$ cat src/lsi_consts.svh
`ifndef LSI_CONSTS_SVH
`define LSI_CONSTS_SVH

// Register offsets on the serial control port
`define LSI_ADDR_FAULT_MASK_THREE 7'h58
`define LSI_ADDR_EVENT_FLAGS      7'h5A
`define LSI_ADDR_EVENT_MASK       7'h5E

// Reset values
`define LSI_RST_FAULT_MASK_THREE  8'hBC
`define LSI_RST_EVENT_FLAGS       8'h00
`define LSI_RST_EVENT_MASK        8'hCC

// Implemented bits; the rest are reserved and read zero
`define LSI_USED_FAULT_MASK_THREE 8'hBC
`define LSI_USED_EVENT            8'hCC

// Field positions, third fault mask
`define LSI_BIT_SERIAL_FAULT      7
`define LSI_BIT_FAILSAFE          5
`define LSI_BIT_FRAME_CHECK       4
`define LSI_BIT_REGULATOR_SHORT   3
`define LSI_BIT_RESTART_LIMIT     2

// Field positions, event flags and event mask
`define LSI_BIT_BUS_WAKE          7
`define LSI_BIT_BUS_DTO           6
`define LSI_BIT_SW_OVERCURRENT    3
`define LSI_BIT_SW_OPEN_LOAD      2

// Serial frame shape
`define LSI_CMD_BITS              8
`define LSI_FRAME_BITS            16

// Timing
`define LSI_REF_CLK_MHZ           50
`define LSI_MODE_CHANGE_TIME_US   200
`define LSI_NORMAL_INIT_TIME_US   50

`endif

$ cat src/lsi_pkg.sv
`default_nettype none

package lsi_pkg;

   typedef logic [7:0] lsi_byte_t;

   typedef enum logic [1:0] {
      LSI_SLEEP,
      LSI_STANDBY,
      LSI_NORMAL_INIT,
      LSI_NORMAL
   } lsi_mode_e;

   typedef struct packed {
      logic [6:0] addr;
      logic       write;
   } lsi_cmd_s;

   typedef struct packed {
      logic bus_wake;
      logic bus_dto;
      logic sw_oc;
      logic sw_ol;
   } lsi_events_s;

   typedef struct packed {
      logic        sck;
      logic        cs_n;
      logic        sdi;
      lsi_events_s ev;
      logic        supply_uv;
      logic        below_por;
      logic        lin_rx;
   } lsi_pins_s;

endpackage : lsi_pkg

`default_nettype wire

$ cat src/lsi_sync.sv
`default_nettype none

module lsi_sync #(
   parameter int                 WIDTH   = 1,
   parameter logic [WIDTH-1:0]   RST_VAL = '0
) (
   // Clock and reset
   input  wire logic             clk,
   input  wire logic             rst,
   // Pins and synchronised copies
   input  wire logic [WIDTH-1:0] async_in,
   output logic      [WIDTH-1:0] sync_out
);

   logic [WIDTH-1:0] meta_q;

   // First stage feeds only the second
   for (genvar i = 0; i < WIDTH; i++) begin : g_bit
      always_ff @(posedge clk) begin
         if (rst) begin
            meta_q[i]   <= RST_VAL[i];
            sync_out[i] <= RST_VAL[i];
         end else begin
            meta_q[i]   <= async_in[i];
            sync_out[i] <= meta_q[i];
         end
      end
   end

endmodule : lsi_sync

`default_nettype wire

$ cat src/lsi_top.sv
// What this block does
// - Third mask bit 7 allows serial-fault interrupt
// - Third mask bit 5 failsafe; bit 6 zero
// - Third mask bit 4 gates frame-check interrupt
// - Third mask bit 3 gates regulator short
// - Third mask bit 2 restart limit; 1-0 zero
// - Event flag register at 0x5A, resets zero
// - Bus wake, dominant timeout flags, write-one-clear
// - Switch overcurrent, open load flags; reserved zero
// - Event mask at 0x5E resets 0xCC
// - Event mask bits 3,2 gate switch flags
// - Undefined addresses up to 0x7F reserved
// - Receive output held recessive while changing state
// - Normal entry passes an initialisation period
// - Supply undervoltage drives receive output low
// - Below power-on threshold resets all but the pin synchronisers and their edge-detect copy
// - Enable pin serves as interrupt output

`default_nettype none

`include "lsi_consts.svh"

module lsi_top
   import lsi_pkg::*;
#(
   parameter int unsigned MODE_CHANGE_CYC =
      `LSI_MODE_CHANGE_TIME_US * `LSI_REF_CLK_MHZ,
   parameter int unsigned NORMAL_INIT_CYC =
      `LSI_NORMAL_INIT_TIME_US * `LSI_REF_CLK_MHZ
) (
   // Clock and reset
   input  wire logic       ref_clk,
   input  wire logic       rst,
   // Serial control port
   input  wire logic       spi_sck,
   input  wire logic       spi_cs_n,
   input  wire logic       spi_sdi,
   output logic            spi_sdo,
   output logic            spi_sdo_oe,
   // Event pins from the analog blocks
   input  wire logic       ev_bus_wake,
   input  wire logic       ev_bus_dto,
   input  wire logic       ev_sw_oc,
   input  wire logic       ev_sw_ol,
   // Flags of the third fault register, same clock
   input  wire lsi_byte_t  fault_flags_three,
   // Supply monitors
   input  wire logic       supply_uv,
   input  wire logic       supply_below_por,
   // Operating state requests, same clock
   input  wire logic       mode_req_valid,
   input  wire lsi_mode_e  mode_req,
   // Bus receiver and host pins
   input  wire logic       lin_rx_in,
   output logic            rxd_out,
   output logic            host_irq_out_n,
   // Status
   output lsi_mode_e       op_mode,
   output logic            normal_ready,
   output logic            serial_frame_error
);

   localparam int CHG_W  = $clog2(MODE_CHANGE_CYC + 1);
   localparam int INIT_W = $clog2(NORMAL_INIT_CYC + 1);

   // Idle pin levels; releasing reset must not look like a select or bus edge
   localparam lsi_pins_s PINS_IDLE = 10'h101;

   // Synchronised pins
   lsi_pins_s   pins_raw;
   lsi_pins_s   pins_s;
   lsi_pins_s   pins_d_q;
   logic        core_rst;

   // Serial port state
   logic [4:0]  bit_cnt_q;
   logic [15:0] shift_in_q;
   lsi_byte_t   shift_out_q;
   lsi_cmd_s    cmd_q;
   logic        sck_rise;
   logic        sck_fall;
   logic        cs_fall;
   logic        cs_rise;
   logic        frame_active;
   logic        frame_done;
   logic        wr_en;
   lsi_byte_t   wr_data;

   // Registers
   lsi_byte_t   fault_mask_three_q;
   lsi_byte_t   event_flags_q;
   lsi_byte_t   event_flags_d;
   lsi_byte_t   event_mask_q;
   lsi_byte_t   event_set;
   lsi_events_s ev_rise;
   logic        irq_pending;

   // Operating state
   lsi_mode_e   mode_q;
   logic [CHG_W-1:0]  chg_cnt_q;
   logic [INIT_W-1:0] init_cnt_q;
   logic        uv_rise;

   function automatic lsi_byte_t reg_read(input logic [6:0] addr,
                                          input lsi_byte_t  m3,
                                          input lsi_byte_t  fl,
                                          input lsi_byte_t  mk);
      lsi_byte_t val;
      case (addr)
         `LSI_ADDR_FAULT_MASK_THREE: val = m3 & `LSI_USED_FAULT_MASK_THREE;
         `LSI_ADDR_EVENT_FLAGS:      val = fl & `LSI_USED_EVENT;
         `LSI_ADDR_EVENT_MASK:       val = mk & `LSI_USED_EVENT;
         default:                    val = 8'h00;
      endcase
      return val;
   endfunction : reg_read

   function automatic logic reg_hit(input logic [6:0] addr, input logic [6:0] target);
      return addr == target;
   endfunction : reg_hit

   assign pins_raw = '{sck:       spi_sck,
                       cs_n:      spi_cs_n,
                       sdi:       spi_sdi,
                       ev:        '{bus_wake: ev_bus_wake,
                                    bus_dto:  ev_bus_dto,
                                    sw_oc:    ev_sw_oc,
                                    sw_ol:    ev_sw_ol},
                       supply_uv: supply_uv,
                       below_por: supply_below_por,
                       lin_rx:    lin_lin_rx_fix(lin_rx_in)};

   function automatic logic lin_lin_rx_fix(input logic v);
      return v;
   endfunction : lin_lin_rx_fix

   lsi_sync #(
      .WIDTH   ($bits(lsi_pins_s)),
      .RST_VAL (PINS_IDLE)
   ) u_pin_sync (
      .clk      (ref_clk),
      .rst      (rst),
      .async_in (pins_raw),
      .sync_out (pins_s)
   );

   // Brownout above the threshold resets nothing, though undervoltage still forces standby
   assign core_rst = rst | pins_s.below_por;

   always_ff @(posedge ref_clk) begin
      if (rst) begin
         pins_d_q <= PINS_IDLE;
      end else begin
         pins_d_q <= pins_s;
      end
   end

   assign sck_rise     = pins_s.sck & ~pins_d_q.sck;
   assign sck_fall     = ~pins_s.sck & pins_d_q.sck;
   assign cs_fall      = ~pins_s.cs_n & pins_d_q.cs_n;
   assign cs_rise      = pins_s.cs_n & ~pins_d_q.cs_n;
   assign frame_active = ~pins_s.cs_n;
   assign ev_rise      = pins_s.ev & ~pins_d_q.ev;
   assign uv_rise      = pins_s.supply_uv & ~pins_d_q.supply_uv;

   // Writes land only when a whole frame closes, so a torn frame changes nothing
   assign frame_done = cs_rise && (bit_cnt_q == 5'(`LSI_FRAME_BITS));
   assign wr_en      = frame_done && cmd_q.write;
   assign wr_data    = shift_in_q[7:0];

   // Serial receive side
   always_ff @(posedge ref_clk) begin
      if (core_rst) begin
         bit_cnt_q  <= 5'h00;
         shift_in_q <= 16'h0000;
         cmd_q      <= '0;
      end else if (cs_fall) begin
         bit_cnt_q  <= 5'h00;
      end else if (frame_active && sck_rise) begin
         shift_in_q <= {shift_in_q[14:0], pins_s.sdi};
         if (bit_cnt_q != 5'h1F) begin
            bit_cnt_q <= bit_cnt_q + 5'h01;
         end
         if (bit_cnt_q == 5'(`LSI_CMD_BITS - 1)) begin
            cmd_q <= {shift_in_q[6:0], pins_s.sdi};
         end
      end
   end

   // Serial transmit side: flags first, addressed register second
   always_ff @(posedge ref_clk) begin
      if (core_rst) begin
         shift_out_q <= 8'h00;
         spi_sdo     <= 1'b0;
         spi_sdo_oe  <= 1'b0;
      end else if (cs_fall) begin
         shift_out_q <= {event_flags_q[6:0], 1'b0};
         spi_sdo     <= event_flags_q[7];
         spi_sdo_oe  <= 1'b1;
      end else if (cs_rise) begin
         spi_sdo     <= 1'b0;
         spi_sdo_oe  <= 1'b0;
      end else if (frame_active && sck_rise
                   && bit_cnt_q == 5'(`LSI_CMD_BITS - 1)) begin
         shift_out_q <= reg_read(shift_in_q[6:0], fault_mask_three_q,
                                 event_flags_q, event_mask_q);
      end else if (frame_active && sck_fall) begin
         spi_sdo     <= shift_out_q[7];
         shift_out_q <= {shift_out_q[6:0], 1'b0};
      end
   end

   always_ff @(posedge ref_clk) begin
      if (core_rst) begin
         serial_frame_error <= 1'b0;
      end else begin
         serial_frame_error <= cs_rise && (bit_cnt_q != 5'(`LSI_FRAME_BITS));
      end
   end

   // Third fault mask
   always_ff @(posedge ref_clk) begin
      if (core_rst) begin
         fault_mask_three_q <= `LSI_RST_FAULT_MASK_THREE;
      end else if (wr_en && reg_hit(cmd_q.addr, `LSI_ADDR_FAULT_MASK_THREE)) begin
         fault_mask_three_q <= wr_data & `LSI_USED_FAULT_MASK_THREE;
      end
   end

   // Event mask
   always_ff @(posedge ref_clk) begin
      if (core_rst) begin
         event_mask_q <= `LSI_RST_EVENT_MASK;
      end else if (wr_en && reg_hit(cmd_q.addr, `LSI_ADDR_EVENT_MASK)) begin
         event_mask_q <= wr_data & `LSI_USED_EVENT;
      end
   end

   // Event flags: set beats a same-cycle clear, and the mask plays no part
   always_comb begin
      event_set = 8'h00;
      event_set[`LSI_BIT_BUS_WAKE]       = ev_rise.bus_wake;
      event_set[`LSI_BIT_BUS_DTO]        = ev_rise.bus_dto;
      event_set[`LSI_BIT_SW_OVERCURRENT] = ev_rise.sw_oc;
      event_set[`LSI_BIT_SW_OPEN_LOAD]   = ev_rise.sw_ol;
      event_flags_d = event_flags_q;
      if (wr_en && reg_hit(cmd_q.addr, `LSI_ADDR_EVENT_FLAGS)) begin
         event_flags_d = event_flags_q & ~wr_data;
      end
      event_flags_d = (event_flags_d | event_set) & `LSI_USED_EVENT;
   end

   always_ff @(posedge ref_clk) begin
      if (core_rst) begin
         event_flags_q <= `LSI_RST_EVENT_FLAGS;
      end else begin
         event_flags_q <= event_flags_d;
      end
   end

   // Interrupt pin, active low
   assign irq_pending = |(event_flags_q & event_mask_q)
                      | |(fault_flags_three & fault_mask_three_q
                          & `LSI_USED_FAULT_MASK_THREE);

   always_ff @(posedge ref_clk) begin
      if (core_rst) begin
         host_irq_out_n <= 1'b1;
      end else begin
         host_irq_out_n <= ~irq_pending;
      end
   end

   // Operating state
   always_ff @(posedge ref_clk) begin
      if (core_rst) begin
         mode_q     <= LSI_STANDBY;
         chg_cnt_q  <= '0;
         init_cnt_q <= '0;
      end else begin
         if (chg_cnt_q != '0) begin
            chg_cnt_q <= chg_cnt_q - 1'b1;
         end
         if (uv_rise) begin
            mode_q    <= LSI_STANDBY;
            chg_cnt_q <= CHG_W'(MODE_CHANGE_CYC);
         end else if (mode_req_valid && mode_req != mode_q) begin
            chg_cnt_q <= CHG_W'(MODE_CHANGE_CYC);
            if (mode_req == LSI_NORMAL || mode_req == LSI_NORMAL_INIT) begin
               if (mode_q != LSI_NORMAL_INIT) begin
                  mode_q     <= LSI_NORMAL_INIT;
                  init_cnt_q <= INIT_W'(NORMAL_INIT_CYC);
               end
            end else begin
               mode_q <= mode_req;
            end
         end else if (mode_q == LSI_NORMAL_INIT) begin
            if (init_cnt_q == '0) begin
               mode_q <= LSI_NORMAL;
            end else begin
               init_cnt_q <= init_cnt_q - 1'b1;
            end
         end
      end
   end

   // Receive output; parked recessive while receivers switch over
   always_ff @(posedge ref_clk) begin
      if (core_rst) begin
         rxd_out <= 1'b1;
      end else if (pins_s.supply_uv) begin
         rxd_out <= 1'b0;
      end else if (chg_cnt_q != '0) begin
         rxd_out <= 1'b1;
      end else begin
         case (mode_q)
            LSI_NORMAL,
            LSI_NORMAL_INIT: rxd_out <= pins_s.lin_rx;
            LSI_SLEEP,
            LSI_STANDBY:     rxd_out <= ~event_flags_q[`LSI_BIT_BUS_WAKE];
            default:         rxd_out <= 1'b1;
         endcase
      end
   end

   always_ff @(posedge ref_clk) begin
      if (core_rst) begin
         op_mode      <= LSI_STANDBY;
         normal_ready <= 1'b0;
      end else begin
         op_mode      <= mode_q;
         normal_ready <= (mode_q == LSI_NORMAL);
      end
   end

endmodule : lsi_top

`default_nettype wire

$ cat config.mk
export PLATFORM = sky130hd
export DESIGN_NAME = lsi_top
export DESIGN_NICKNAME = d
export VERILOG_FILES = /design/src/lsi_pkg.sv /design/src/lsi_sync.sv /design/src/lsi_top.sv
export VERILOG_INCLUDE_DIRS = /design/src
export SDC_FILE = /design/constraint.sdc
export NUM_CORES = 1
export LEC_CHECK = 0
export BUFFER_PORTS_ARGS = -buffer_cell sky130_fd_sc_hd__buf_2
export CORE_MARGIN = 1
export CORE_UTILIZATION = 45
export DETAILED_ROUTE_END_ITERATION = 10
export GPL_ROUTABILITY_DRIVEN = 0
export REMOVE_ABC_BUFFERS = 1
export SETUP_SLACK_MARGIN = 0.3
export SLEW_MARGIN = 15
export SYNTH_ARGS = -nofsm -noshare
export SYNTH_HDL_FRONTEND = slang
export SYNTH_SLANG_ARGS = --single-unit
$ cat constraint.sdc
create_clock -name ref_clk -period 6.5 [get_ports ref_clk]
set_input_delay 0.65 -clock ref_clk [delete_from_list [all_inputs] [get_ports ref_clk]]
set_output_delay 0.65 -clock ref_clk [all_outputs]
set_load 0.01 [all_outputs]
-- Yosys cells after proc, flatten, opt, wreduce, memory -nomap -nowiden
Cells that the tools add are included.
- register bits: 109
- bits of input ports: 23
- output and inout port bits: 8
- word-level logic and storage cells: 162
- add/sub/neg operators: 3
- eq/ne operators: 23
- mux-type cells: 28
- bitwise operators: 24
- reductions and logical operators: 36
- operator list (operator ; count):
    two-way mux 12 bit ; 5
    equality test 7 bit (second input constant) ; 6
    two-way mux 14 bit ; 3
    two-way mux 8 bit ; 5
    AND 8 bit ; 3
    one-hot mux 8 bit (3 select lines) ; 1
    nonzero test 14 bit ; 1
    subtractor 14 x 1 -> 14 bit (second input constant) ; 1
    zero test 12 bit ; 1
    subtractor 12 x 1 -> 12 bit (second input constant) ; 1
    logical AND 1 bit ; 10
    two-way mux 2 bit ; 5
    != test 5 bit (second input constant) ; 2
    NOT 1 bit ; 10
    AND reduction 2 bit ; 5
    nonzero test 3 bit ; 3
    equality test 2 bit (second input constant) ; 4
    two-way mux 1 bit ; 8
    NOT 8 bit ; 1
    OR 8 bit ; 1
    nonzero test 2 bit ; 4
    OR reduction 2 bit ; 4
    OR reduction 8 bit ; 1
    != test 2 bit (second input constant) ; 3
    19 further kinds ; 26

-- Logic depth before layout (Yosys ltp)
Gate-level depths: netlist of run 1.
- depth after elaboration: 7
- depth in mapped cells: 8
- mapped depth without buffers: 7

-- Modules after synthesis
Synthesis of run 1 repeated with hierarchy kept, for this count alone.
- cell total of the unflattened synthesis: 482
- area, all modules: 4319.1 sq um
- by module, submodules not included (module ; instances ; cells an instance ; area each (sq um) ; seq. area each (sq um)):
    lsi_top ; 1 ; 440 ; 3777.4 ; 1661.6
    lsi_sync ; 1 ; 42 ; 541.8 ; 400.4

-- Worst setup path after synthesis of run 1
OpenSTA, ideal clock, no wires.
- kind: flip-flop to flip-flop
- start point: reg u_pin_sync.sync_out[8]
- end point: reg shift_out_q[2]
- library setup time: 70 ps
- data arrival time: 2237 ps
- data required time: 6430 ps
- path slack: 4193 ps
- cell stages (with the launch flop): 8
- buffers on the path: 2
- period minus slack after synthesis: 2307 ps
- cell sequence: dfxtp_1 or3b_4 or2_1 buf_6 or4_4 buf_6 or4_1 a21oi_1
- word-level cells in the longest chain between the ends: 6
- elaborated cells between the ends (all ways): 12
- classes of those cells: eq/ne (1); mux (3); bitwise (3); reduce/logical (5)
- RTL lines (what ; RTL line ; RTL):
    start, declared ; lsi_sync.sv:12 ; output logic [WIDTH-1:0] sync_out
    start signal, assigned by index ; lsi_sync.sv:22 ; sync_out[i] <= RST_VAL[i];
    start signal, assigned by index ; lsi_sync.sv:25 ; sync_out[i] <= meta_q[i];
    NOT 1 bit ; lsi_top.sv:160, lsi_top.sv:162 ;
    logical AND 1 bit (2 in a row) ; lsi_top.sv:203 ; end else if (frame_active && sck_rise
    two-way mux 8 bit ; lsi_top.sv:203 ;
    two-way mux 8 bit ; lsi_top.sv:200 ; end else if (cs_rise) begin
    two-way mux 8 bit ; lsi_top.sv:196 ; end else if (cs_fall) begin
    end signal, assigned ; lsi_top.sv:197 ; shift_out_q <= {event_flags_q[6:0], 1'b0};
    end signal, assigned ; lsi_top.sv:205 ; shift_out_q <= reg_read(shift_in_q[6:0], fault_mask_three_q,
    end signal, assigned ; lsi_top.sv:209 ; shift_out_q <= {shift_out_q[6:0], 1'b0};
    end, declared ; lsi_top.sv:78 ; lsi_byte_t shift_out_q;
Several ways; a longest one is shown, not always the timed one. The select of a mux whose other input is x is not followed.
A chain may end at the register's enable or synchronous reset.

-- Worst setup path in the final report of run 1
- start point: reg bit_cnt_q[0]
- end point: reg fault_mask_three_q[7]
- word-level cells in the longest chain between the ends: 4
- RTL lines (what ; RTL line ; RTL):
    start, declared ; lsi_top.sv:76 ; logic [4:0] bit_cnt_q;
    start signal, assigned ; lsi_top.sv:182 ; bit_cnt_q <= bit_cnt_q + 5'h01;
    equality test 5 bit ; lsi_top.sv:167 ; assign frame_done = cs_rise && (bit_cnt_q == 5'(`LSI_FRAME_BITS));
    logical AND 1 bit ; lsi_top.sv:167 ;
    logical AND 1 bit ; lsi_top.sv:168 ; assign wr_en = frame_done && cmd_q.write;
    logical AND 1 bit ; lsi_top.sv:225 ; end else if (wr_en && reg_hit(cmd_q.addr, `LSI_ADDR_FAULT_MASK_THREE)) begin
    end signal, assigned ; lsi_top.sv:224 ; fault_mask_three_q <= `LSI_RST_FAULT_MASK_THREE;
    end signal, assigned ; lsi_top.sv:226 ; fault_mask_three_q <= wr_data & `LSI_USED_FAULT_MASK_THREE;
    end, declared ; lsi_top.sv:90 ; lsi_byte_t fault_mask_three_q;
No other way between the ends.

==> impl_metrics.env, run 1 <==
export IMPL_vias=3391
export IMPL_core_um2=9330
export IMPL_r2r_end="fault_mask_three_q[7]"
export IMPL_row_count=35
export IMPL_r2r_slack_ns=3.89
export IMPL_final_nets=537
export IMPL_finalSetupViolations=0
export IMPL_fin_crit_ns=2.61
export IMPL_ir_worst_vdd_mv=0.173
export IMPL_start_util_pct=46.8
export IMPL_numCtsBuffers=9
export IMPL_max_cap_violations=0
export IMPL_synth_seq_area_share_pct=47.2
export IMPL_synth_area_um2=4370
export IMPL_slew_headroom_pct=36.0
export IMPL_fin_skew_ns=0.0105
export IMPL_cts_sinks=103
export IMPL_overflow=0
export IMPL_critical_path_class="flip-flop to flip-flop"
export IMPL_yosysWarningCount=0
export IMPL_clock_tree_root_cell="clkbuf_8"
export IMPL_ant_nets=0
export IMPL_antenna_found_initial=0
export IMPL_grt_usage_pct=19.0
export IMPL_cp_end_kind="flip-flop"
export IMPL_grt_pass1_wl_um=15100
export IMPL_required_ns=6.74
export IMPL_clk_pin_slew_worst_paths_ns=0.10
export IMPL_syn_mean_instance_area_um2=8.91
export IMPL_synth_seq_cells=103
export IMPL_reg2regPathDepth=7
export IMPL_tritoncts="done"
export IMPL_drt_wirelength_per_cell_um=13.8
export IMPL_leakage_nw=1.84
export IMPL_period_share_pct=40.2
export IMPL_synth_edf_count=0
export IMPL_io_buffer_count=27
export IMPL_start_kind="flip-flop"
export IMPL_status="completed"
export IMPL_yosysMostFrequentCell="dfxtp_1"
export IMPL_rr_startpoint="bit_cnt_q[0]"
export IMPL_diodes=0
export IMPL_utilization_pct=51.3
export IMPL_htree_levels=3
export IMPL_worstHoldEndpoint="u_pin_sync.sync_out[0]"
export IMPL_clk_path_buf_depth=2
export IMPL_rsz0062_at_grt="no"
export IMPL_synthTopCellsByCount="103 x dfxtp_1, 56 x nand2_1, 44 x nor2_1, 37 x a21oi_1, 33 x nor2b_1"
export IMPL_die_w_um=100
export IMPL_setup_tns_ns=0
export IMPL_synth_top_area_share_pct=47.2
export IMPL_dieArea_um2=10100
export IMPL_synthArstFlopShare_pct=0
export IMPL_cp_max_fo=6
export IMPL_final_area_um2=4780
export IMPL_cts_hold_buf=0
export IMPL_fillers=904
export IMPL_insertion_delay_ns=0.36
export IMPL_tightestPinTransition_ns=0.953
export IMPL_holdPathStages=1
export IMPL_grt_max_degree=41
export IMPL_pin_count=31
export IMPL_post_cts_setup_buffer_count=0
export IMPL_finalHoldViolCount=0
export IMPL_synthFlopType="dfxtp_1"
export IMPL_dr_pass1_iters=4
export IMPL_routed_wl_um=8840
export IMPL_placed_cell_area_um2=4570
export IMPL_fp_dieH_um=100
export IMPL_min_delay_path_class="flip-flop to flip-flop"
export IMPL_vias_per_cell=5.30
export IMPL_crit_arrival_ns=2.86
export IMPL_syn2layout_area_growth_pct=9.60
export IMPL_synthCells=490
export IMPL_drc=0
export IMPL_synth_area_leaders="dfxtp_1 47%, nand2_1 4.8%, nor2b_1 4.7%"
export IMPL_dp_hpwl_um=6110
export IMPL_grt_pass1_vias=3221
export IMPL_fmax_mhz=383
export IMPL_yosysUniqueCellTypes=51
export IMPL_worstHoldStart="u_pin_sync.meta_q[0]"
export IMPL_final_max_slew_viol_count=0
export IMPL_drtIter0Drc=144
export IMPL_yosys_area_top_type="dfxtp_1"
export IMPL_drive_gt1_share_pct=11.5
export IMPL_ctsResizeCount=0
export IMPL_p_per_area_nw_per_um2=268
[final cells by class]
class	instances	area [µm²]	area share, %
Clock buffer	11	151	3.16
Clock inverter	5	65.1	1.36
Inverter	12	45.0	0.941
Multi-Input combinational cell	352	2160	45.1
Sequential cell	103	2060	43.1
Tap cell	129	161	3.37
Timing Repair Buffer	28	143	2.98
[flip-flops by register name (all words and copies together) (netlist names), 2 cells and up]
register and count:
event_flags_q 4, bit_cnt_q 5, shift_in_q 8, mode_q 2, chg_cnt_q 14, u_pin_sync.meta_q 10
op_mode 2, fault_mask_three_q 5, pins_d_q 7, shift_out_q 6, init_cnt_q 12, event_mask_q 4
u_pin_sync.sync_out 10, cmd_q 8
[cell families (layout without fill, tap and decap cells)]
logic type      after synthesis  count (layout)  synth area share, %
flops                       103             103                 47.2
simple gates                215             215                 25.5
buf+inv                      35              56                 3.35
fa+ha+maj                     8               8                 2.29
xor+xnor                     17              17                 3.41
compound gates               89              89                 12.9
mux                          23              23                 5.39
[cell usage in the layout, fill, tap and decap left out, types with 9 or more instances in the layout]
cell type and count:
nor3_1 9, a21oi_1 37, nor2b_1 33, nor2_1 44, nand2b_1 10, nand3_1 9
inv_1 12, nand4_1 9, mux2i_1 19, xnor2_1 11, clkbuf_8 11, buf_2 27
or3_1 9, o21ai_0 15, nand2_1 56, dfxtp_1 103
[through the flow]
step	hold slack, ns	power [mW]	std cells	setup slack (ns)
2_1_floorplan	0.389	0.828	467	4.23
3_3_place_gp	0.399	0.872	624	3.85
3_5_place_dp	0.402	0.876	624	3.83
4_1_cts	0.428	1.30	640	3.88
5_1_grt	0.438	1.35	640	3.58
6_report	0.421	1.28	640	3.89
[worst max-delay path, stage by stage (launching register included)]
cell and delay, ns:
dfxtp_1 0.36, inv_1 0.07, ha_1 0.13, nor4bb_1 0.37, nand4_1 0.39, nor3_1 0.84, mux2i_1 0.28, nand2_1 0.06
[worst max path at each step]
stage | slack [ns] | end | startpoint
6_report | 3.89 | fault_mask_three_q[7] | bit_cnt_q[0]
3_3_place_gp | 3.85 | chg_cnt_q[6] | rst
3_5_place_dp | 3.83 | chg_cnt_q[0] | rst
5_1_grt | 3.58 | fault_mask_three_q[5] | bit_cnt_q[0]
2_1_floorplan | 4.23 | shift_out_q[2] | u_pin_sync.sync_out[8]
4_1_cts | 3.88 | fault_mask_three_q[7] | bit_cnt_q[0]
[report_power, final]
group	total, mW	leakage, nW	switching [mW]	internal [mW]
registers	0.686	0.841	0.0266	0.659
clock network	0.420	0.104	0.218	0.202
logic	0.176	0.897	0.0996	0.0765
[metal layers]
metal	up-vias	global-route usage (%)	share of wire, %
met5	-	0	0
met1	1590	24.3	48
met4	0	5.80	0.96
met3	4	4.65	3.0
li1	1741	-	-
met2	56	31.6	48
Note: power is estimated with default switching activity, not from simulation.
==> inputs of run 2 (changes only) <==
clock period = 2.4 ns   (was 6.5 ns; I/O delays follow)
==> impl_metrics.env, run 2 (synthesized netlist as in run 1, its figures left out) <==
export IMPL_start_util_pct=46.8
export IMPL_setup_tns_ns=0
export IMPL_fin_skew_ns=0.00936
export IMPL_required_ns=2.71
export IMPL_grt_usage_pct=20.3
export IMPL_p_sw_share_pct=29.2
export IMPL_status="completed"
export IMPL_final_area_um2=4970
export IMPL_pin_count=31
export IMPL_crit_path_max_incr_delay_ns=0.52
export IMPL_power_internal_mw=2.42
export IMPL_seqPwrFrac_pct=54.3
export IMPL_crit_arrival_ns=2.41
export IMPL_drive_gt1_share_pct=17.4
export IMPL_dp_slack_ns=0.259
export IMPL_ir_worst_vdd_mv=0.299
export IMPL_dp_hpwl_um=6500
export IMPL_p_comb_share_pct=15.1
export IMPL_clock_tree_root_cell="clkbuf_8"
export IMPL_fillers=904
export IMPL_net_switching_power_uw=997
export IMPL_rsz0062_at_grt="yes"
export IMPL_dieArea_um2=10100
export IMPL_vias=3502
export IMPL_final_nets=560
export IMPL_drt_wirelength_per_cell_um=14.1
export IMPL_clkPwrFrac_pct=30.6
export IMPL_fin_crit_ns=2.10
export IMPL_cts_sinks=103
export IMPL_dr_pass1_iters=4
export IMPL_antenna_found_initial=0
export IMPL_period_share_pct=87.6
export IMPL_clk_path_buf_depth=2
export IMPL_max_cap_violations=0
export IMPL_layout_common_cells="100 x dfxtp_1, 56 x nand2_1, 44 x nor2_1, 37 x a21oi_1, 33 x nor2b_1"
export IMPL_insertion_delay_ns=0.37
export IMPL_largest_register="chg_cnt_q"
export IMPL_cp_end_kind="flip-flop"
export IMPL_fmax_mhz=476
export IMPL_grt_max_degree=40
export IMPL_tightestPinTransition_ns=0.670
export IMPL_crit_buf_inv=0
export IMPL_syn2layout_area_growth_pct=13.9
export IMPL_worstPathCellList="or3b_4, or2_4, or4_4, or4_1, a21oi_1"
export IMPL_drc=0
export IMPL_row_count=35
export IMPL_tritoncts="done"
export IMPL_leakage_nw=1.95
export IMPL_fin_ws_ns=0.298
export IMPL_utilization_pct=53.3
export IMPL_drtIter0Drc=149
export IMPL_clk_pin_slew_worst_paths_ns=0.10
export IMPL_largest_registers="chg_cnt_q (14), init_cnt_q (12)"
export IMPL_final_common_cell="dfxtp_1"
export IMPL_cts_hold_buf=0
export IMPL_slew_headroom_pct=55.1
export IMPL_start_kind="flip-flop"
export IMPL_htree_levels=3
export IMPL_worst_hold_slack_ns=0.0453
export IMPL_overflow=0
export IMPL_p_per_area_nw_per_um2=688
export IMPL_min_delay_path_class="primary input to flip-flop"
export IMPL_placed_cell_area_um2=4680
export IMPL_grt_pass1_wl_um=15900
export IMPL_final_max_slew_viol_count=0
export IMPL_finalHoldViolCount=0
export IMPL_crit_path_top_delay_cell="or4_1"
export IMPL_routed_wl_um=9350
export IMPL_largest_reg_flops=14
export IMPL_ant_nets=0
export IMPL_core_um2=9330
export IMPL_numCtsBuffers=9
export IMPL_vias_per_cell=5.28
export IMPL_diodes=0
export IMPL_cp_max_fo=3
export IMPL_crit_family="simple AND/OR/NAND/NOR gates"
export IMPL_critical_path_class="flip-flop to flip-flop"
export IMPL_die_w_um=100
export IMPL_io_buffer_count=27
export IMPL_grt_pass1_vias=3307
export IMPL_finalSetupViolations=0
export IMPL_fp_dieH_um=100
## run 2: cell count changes in the layout (fill, tap and decap cells not counted), sizes merged
| cell | before | now |
|---|---|---|
| buf | 28 | 51 |
| inv | 13 | 16 |
| bufinv | 1 | 0 |
| clkbuf | 11 | 9 |
## run 2: layer usage
layer	vias to the layer above	wire length (µm)	track usage, %
li1	1784	-	-
met2	54	4550	34.2
met3	4	347	4.51
met4	0	66	6.24
met5	-	0	0
met1	1660	4390	25.8
## run 2: area by class of cell
type / instances / area, µm² / area share (%)
Multi-Input combinational cell: 352 / 2200 / 44.2
Sequential cell: 103 / 2070 / 41.6
Timing Repair Buffer: 51 / 315 / 6.34
Tap cell: 129 / 161 / 3.25
Clock buffer: 9 / 124 / 2.49
Clock inverter: 7 / 63.8 / 1.28
Inverter: 12 / 45.0 / 0.906
## run 2: timing repair
action                                  4_1_cts  5_1_grt
endpoints found under the setup margin        7       15
pin swaps                                     4        4
setup buffers                                 5        3
gates resized for setup                       4        9
## run 2: power groups by stage
stage | clock [mW] | sequential, mW | combinational [mW]
final | 1.04 | 1.86 | 0.517
after global routing | 1.17 | 1.87 | 0.588
after CTS | 1.09 | 1.85 | 0.499
after detailed placement | 0 | 1.89 | 0.494
after global placement | 0 | 1.89 | 0.488
after floorplan | 0 | 1.88 | 0.365
## run 2: per-stage QoR
stage                     cells  power, mW
after floorplan             467       2.24
after global placement      639       2.38
after detailed placement    639       2.39
after CTS                   660       3.44
after global routing        663       3.63
final                       663       3.42
## run 2: worst reg2reg max path, cell delays in order, from the launching register on
cell     delay (ns)
dfxtp_2        0.33
or3b_4         0.40
or2_4          0.24
or4_4          0.41
or4_1          0.52
a21oi_1        0.14
## run 2: path summary, 6_finish.rpt
kind	slack (ns)	end	cells past startpoint	from
worst max-delay path	0.30	shift_out_q[2]	5	pins_d_q[9]
worst min-delay path	0.05	u_pin_sync.meta_q[8]	2	spi_cs_n
worst max register to register	0.30	shift_out_q[2]	5	pins_d_q[9]
worst min register to register	0.42	u_pin_sync.sync_out[0]	1	u_pin_sync.meta_q[0]
==> inputs of run 3 (changes only) <==
CORE_ASPECT_RATIO = 0.9   (was unset)
==> impl_metrics.env, run 3 (synthesized netlist as in run 1, its figures left out) <==
export IMPL_largest_registers="chg_cnt_q (14), init_cnt_q (12)"
export IMPL_utilization_pct=53.2
export IMPL_core_um2=9250
export IMPL_leakage_nw=1.93
export IMPL_diodes=0
export IMPL_clk_pin_slew_worst_paths_ns=0.10
export IMPL_crit_buf_inv=0
export IMPL_clock_tree_root_cell="clkbuf_8"
export IMPL_htree_levels=3
export IMPL_overflow=0
export IMPL_cp_max_fo=4
export IMPL_syn2layout_area_growth_pct=12.7
export IMPL_busiest_layer="met2"
export IMPL_dr_pass1_iters=5
export IMPL_vias_per_cell=5.36
export IMPL_cp_end_kind="flip-flop"
export IMPL_p_total_mw=3.44
export IMPL_layout_common_cells="98 x dfxtp_1, 56 x nand2_1, 44 x nor2_1, 37 x a21oi_1, 33 x nor2b_1"
export IMPL_grt_use_met1_pct=25.1
export IMPL_rsz0062_at_grt="yes"
export IMPL_crit_path_frequent_cell="or4_4"
export IMPL_use_met2_pct=33.0
export IMPL_tritoncts="done"
export IMPL_antenna_found_initial=0
export IMPL_fin_skew_ns=0.00641
export IMPL_crit_path_max_incr_delay_ns=0.48
export IMPL_fp_dieH_um=95.4
export IMPL_grtUsageMet3_pct=5.74
export IMPL_drtIter0Drc=148
export IMPL_drc=0
export IMPL_largest_reg_flops=14
export IMPL_cts_sinks=103
export IMPL_p_per_area_nw_per_um2=700
export IMPL_final_nets=554
export IMPL_crit_family="simple AND/OR/NAND/NOR gates"
export IMPL_largest_register="chg_cnt_q"
export IMPL_crit_path_top_delay_cell="or4_4"
export IMPL_fin_crit_ns=2.07
export IMPL_grt_max_degree=40
export IMPL_die_w_um=106
export IMPL_worstPathCellList="or3b_4, or2_1, or4_4, or4_4, a21oi_1"
export IMPL_start_util_pct=47.2
export IMPL_dieArea_um2=10100
export IMPL_numPlacedInstances=629
export IMPL_dp_slack_ns=0.238
export IMPL_final_max_slew_viol_count=0
export IMPL_grt_pass1_wl_um=15700
export IMPL_drt_wirelength_per_cell_um=14.4
export IMPL_finalHoldViolCount=0
export IMPL_grt_usage_pct=19.9
export IMPL_finalSetupViolations=0
export IMPL_tightestPinTransition_ns=0.578
export IMPL_critical_path_class="flip-flop to flip-flop"
export IMPL_routed_wl_um=9360
export IMPL_io_buffer_count=27
export IMPL_period_share_pct=86.3
export IMPL_fmax_mhz=483
export IMPL_final_common_cell="dfxtp_1"
export IMPL_dp_hpwl_um=6700
export IMPL_ant_nets=0
export IMPL_ir_worst_vdd_mv=0.427
export IMPL_grt_pass1_vias=3314
export IMPL_required_ns=2.70
export IMPL_status="completed"
export IMPL_crit_arrival_ns=2.38
export IMPL_start_kind="flip-flop"
export IMPL_slew_headroom_pct=61.3
export IMPL_setup_tns_ns=0
export IMPL_numCtsBuffers=9
export IMPL_max_cap_violations=0
export IMPL_drive_gt1_share_pct=16.5
export IMPL_fin_ws_ns=0.328
export IMPL_pin_count=31
export IMPL_vias=3483
export IMPL_min_delay_path_class="primary input to flip-flop"
export IMPL_clk_path_buf_depth=2
export IMPL_layoutNonFillerInstCount=650
export IMPL_insertion_delay_ns=0.37
export IMPL_row_count=33
## run 3: cell count changes in the layout (fill, tap and decap cells not counted), sizes merged
cell      delta
buf          -6
clkinvlp     -2
inv          -1
clkinv       +1
clkbuf       +2
## run 3: area by class of cell
class	instances	area, µm²
clock buffers	11	151
multi-input cells	352	2180
clock inverters	5	48.8
flip-flops and latches	103	2070
repair buffers	45	270
well taps	122	153
inverters	12	45.0
fillers	902	4330
## run 3: worst register-to-register path, delay by kind of cell, from the launching register on
family | cells | cell delay, ns
flip-flops | 1 | 0.33
AO/OA/AOI/OAI | 1 | 0.12
AND/OR/NAND/NOR | 4 | 1.55
## run 3: power breakdown
part | leakage (nW) | internal (mW) | switching [mW]
Sequential | 0.842 | 1.79 | 0.0751
Combinational | 0.985 | 0.228 | 0.282
Clock | 0.104 | 0.456 | 0.618
## run 3: layer usage
| layer | wire [µm] | up-vias | share of wire, % |
|---|---|---|---|
| met5 | 0 | - | 0 |
| met4 | 119 | 0 | 1.3 |
| met3 | 322 | 11 | 3.4 |
| met2 | 4330 | 51 | 46 |
| met1 | 4590 | 1644 | 49 |
| li1 | - | 1777 | - |
## run 3: what timing repair did
| action | in CTS | in global routing |
|---|---|---|
| endpoints found under the setup margin | 9 | 19 |
| endpoints found under the hold margin | 0 | 0 |
| buffers inserted | 3 | 2 |
| hold buffers | 0 | 0 |
| gates resized for setup | 5 | 7 |
| pin swaps | 4 | 2 |
## run 3: worst paths after layout
check / to / start / depth (start not counted) / slack (ns)
worst max-delay path: shift_out_q[2] / u_pin_sync.sync_out[8] / 5 / 0.33
worst min-delay path: u_pin_sync.meta_q[0] / lin_rx_in / 2 / 0.04
worst max register to register: shift_out_q[2] / u_pin_sync.sync_out[8] / 5 / 0.33
worst min register to register: u_pin_sync.sync_out[0] / u_pin_sync.meta_q[0] / 1 / 0.43
## run 3: through the flow
step,hold WS [ns],instance area [µm²]
finish,0.0431,4920
global route,0.0184,4920
CTS,0.0263,4880
detailed placement,0.403,4650
global placement,0.396,4650
floorplan,0.312,4260
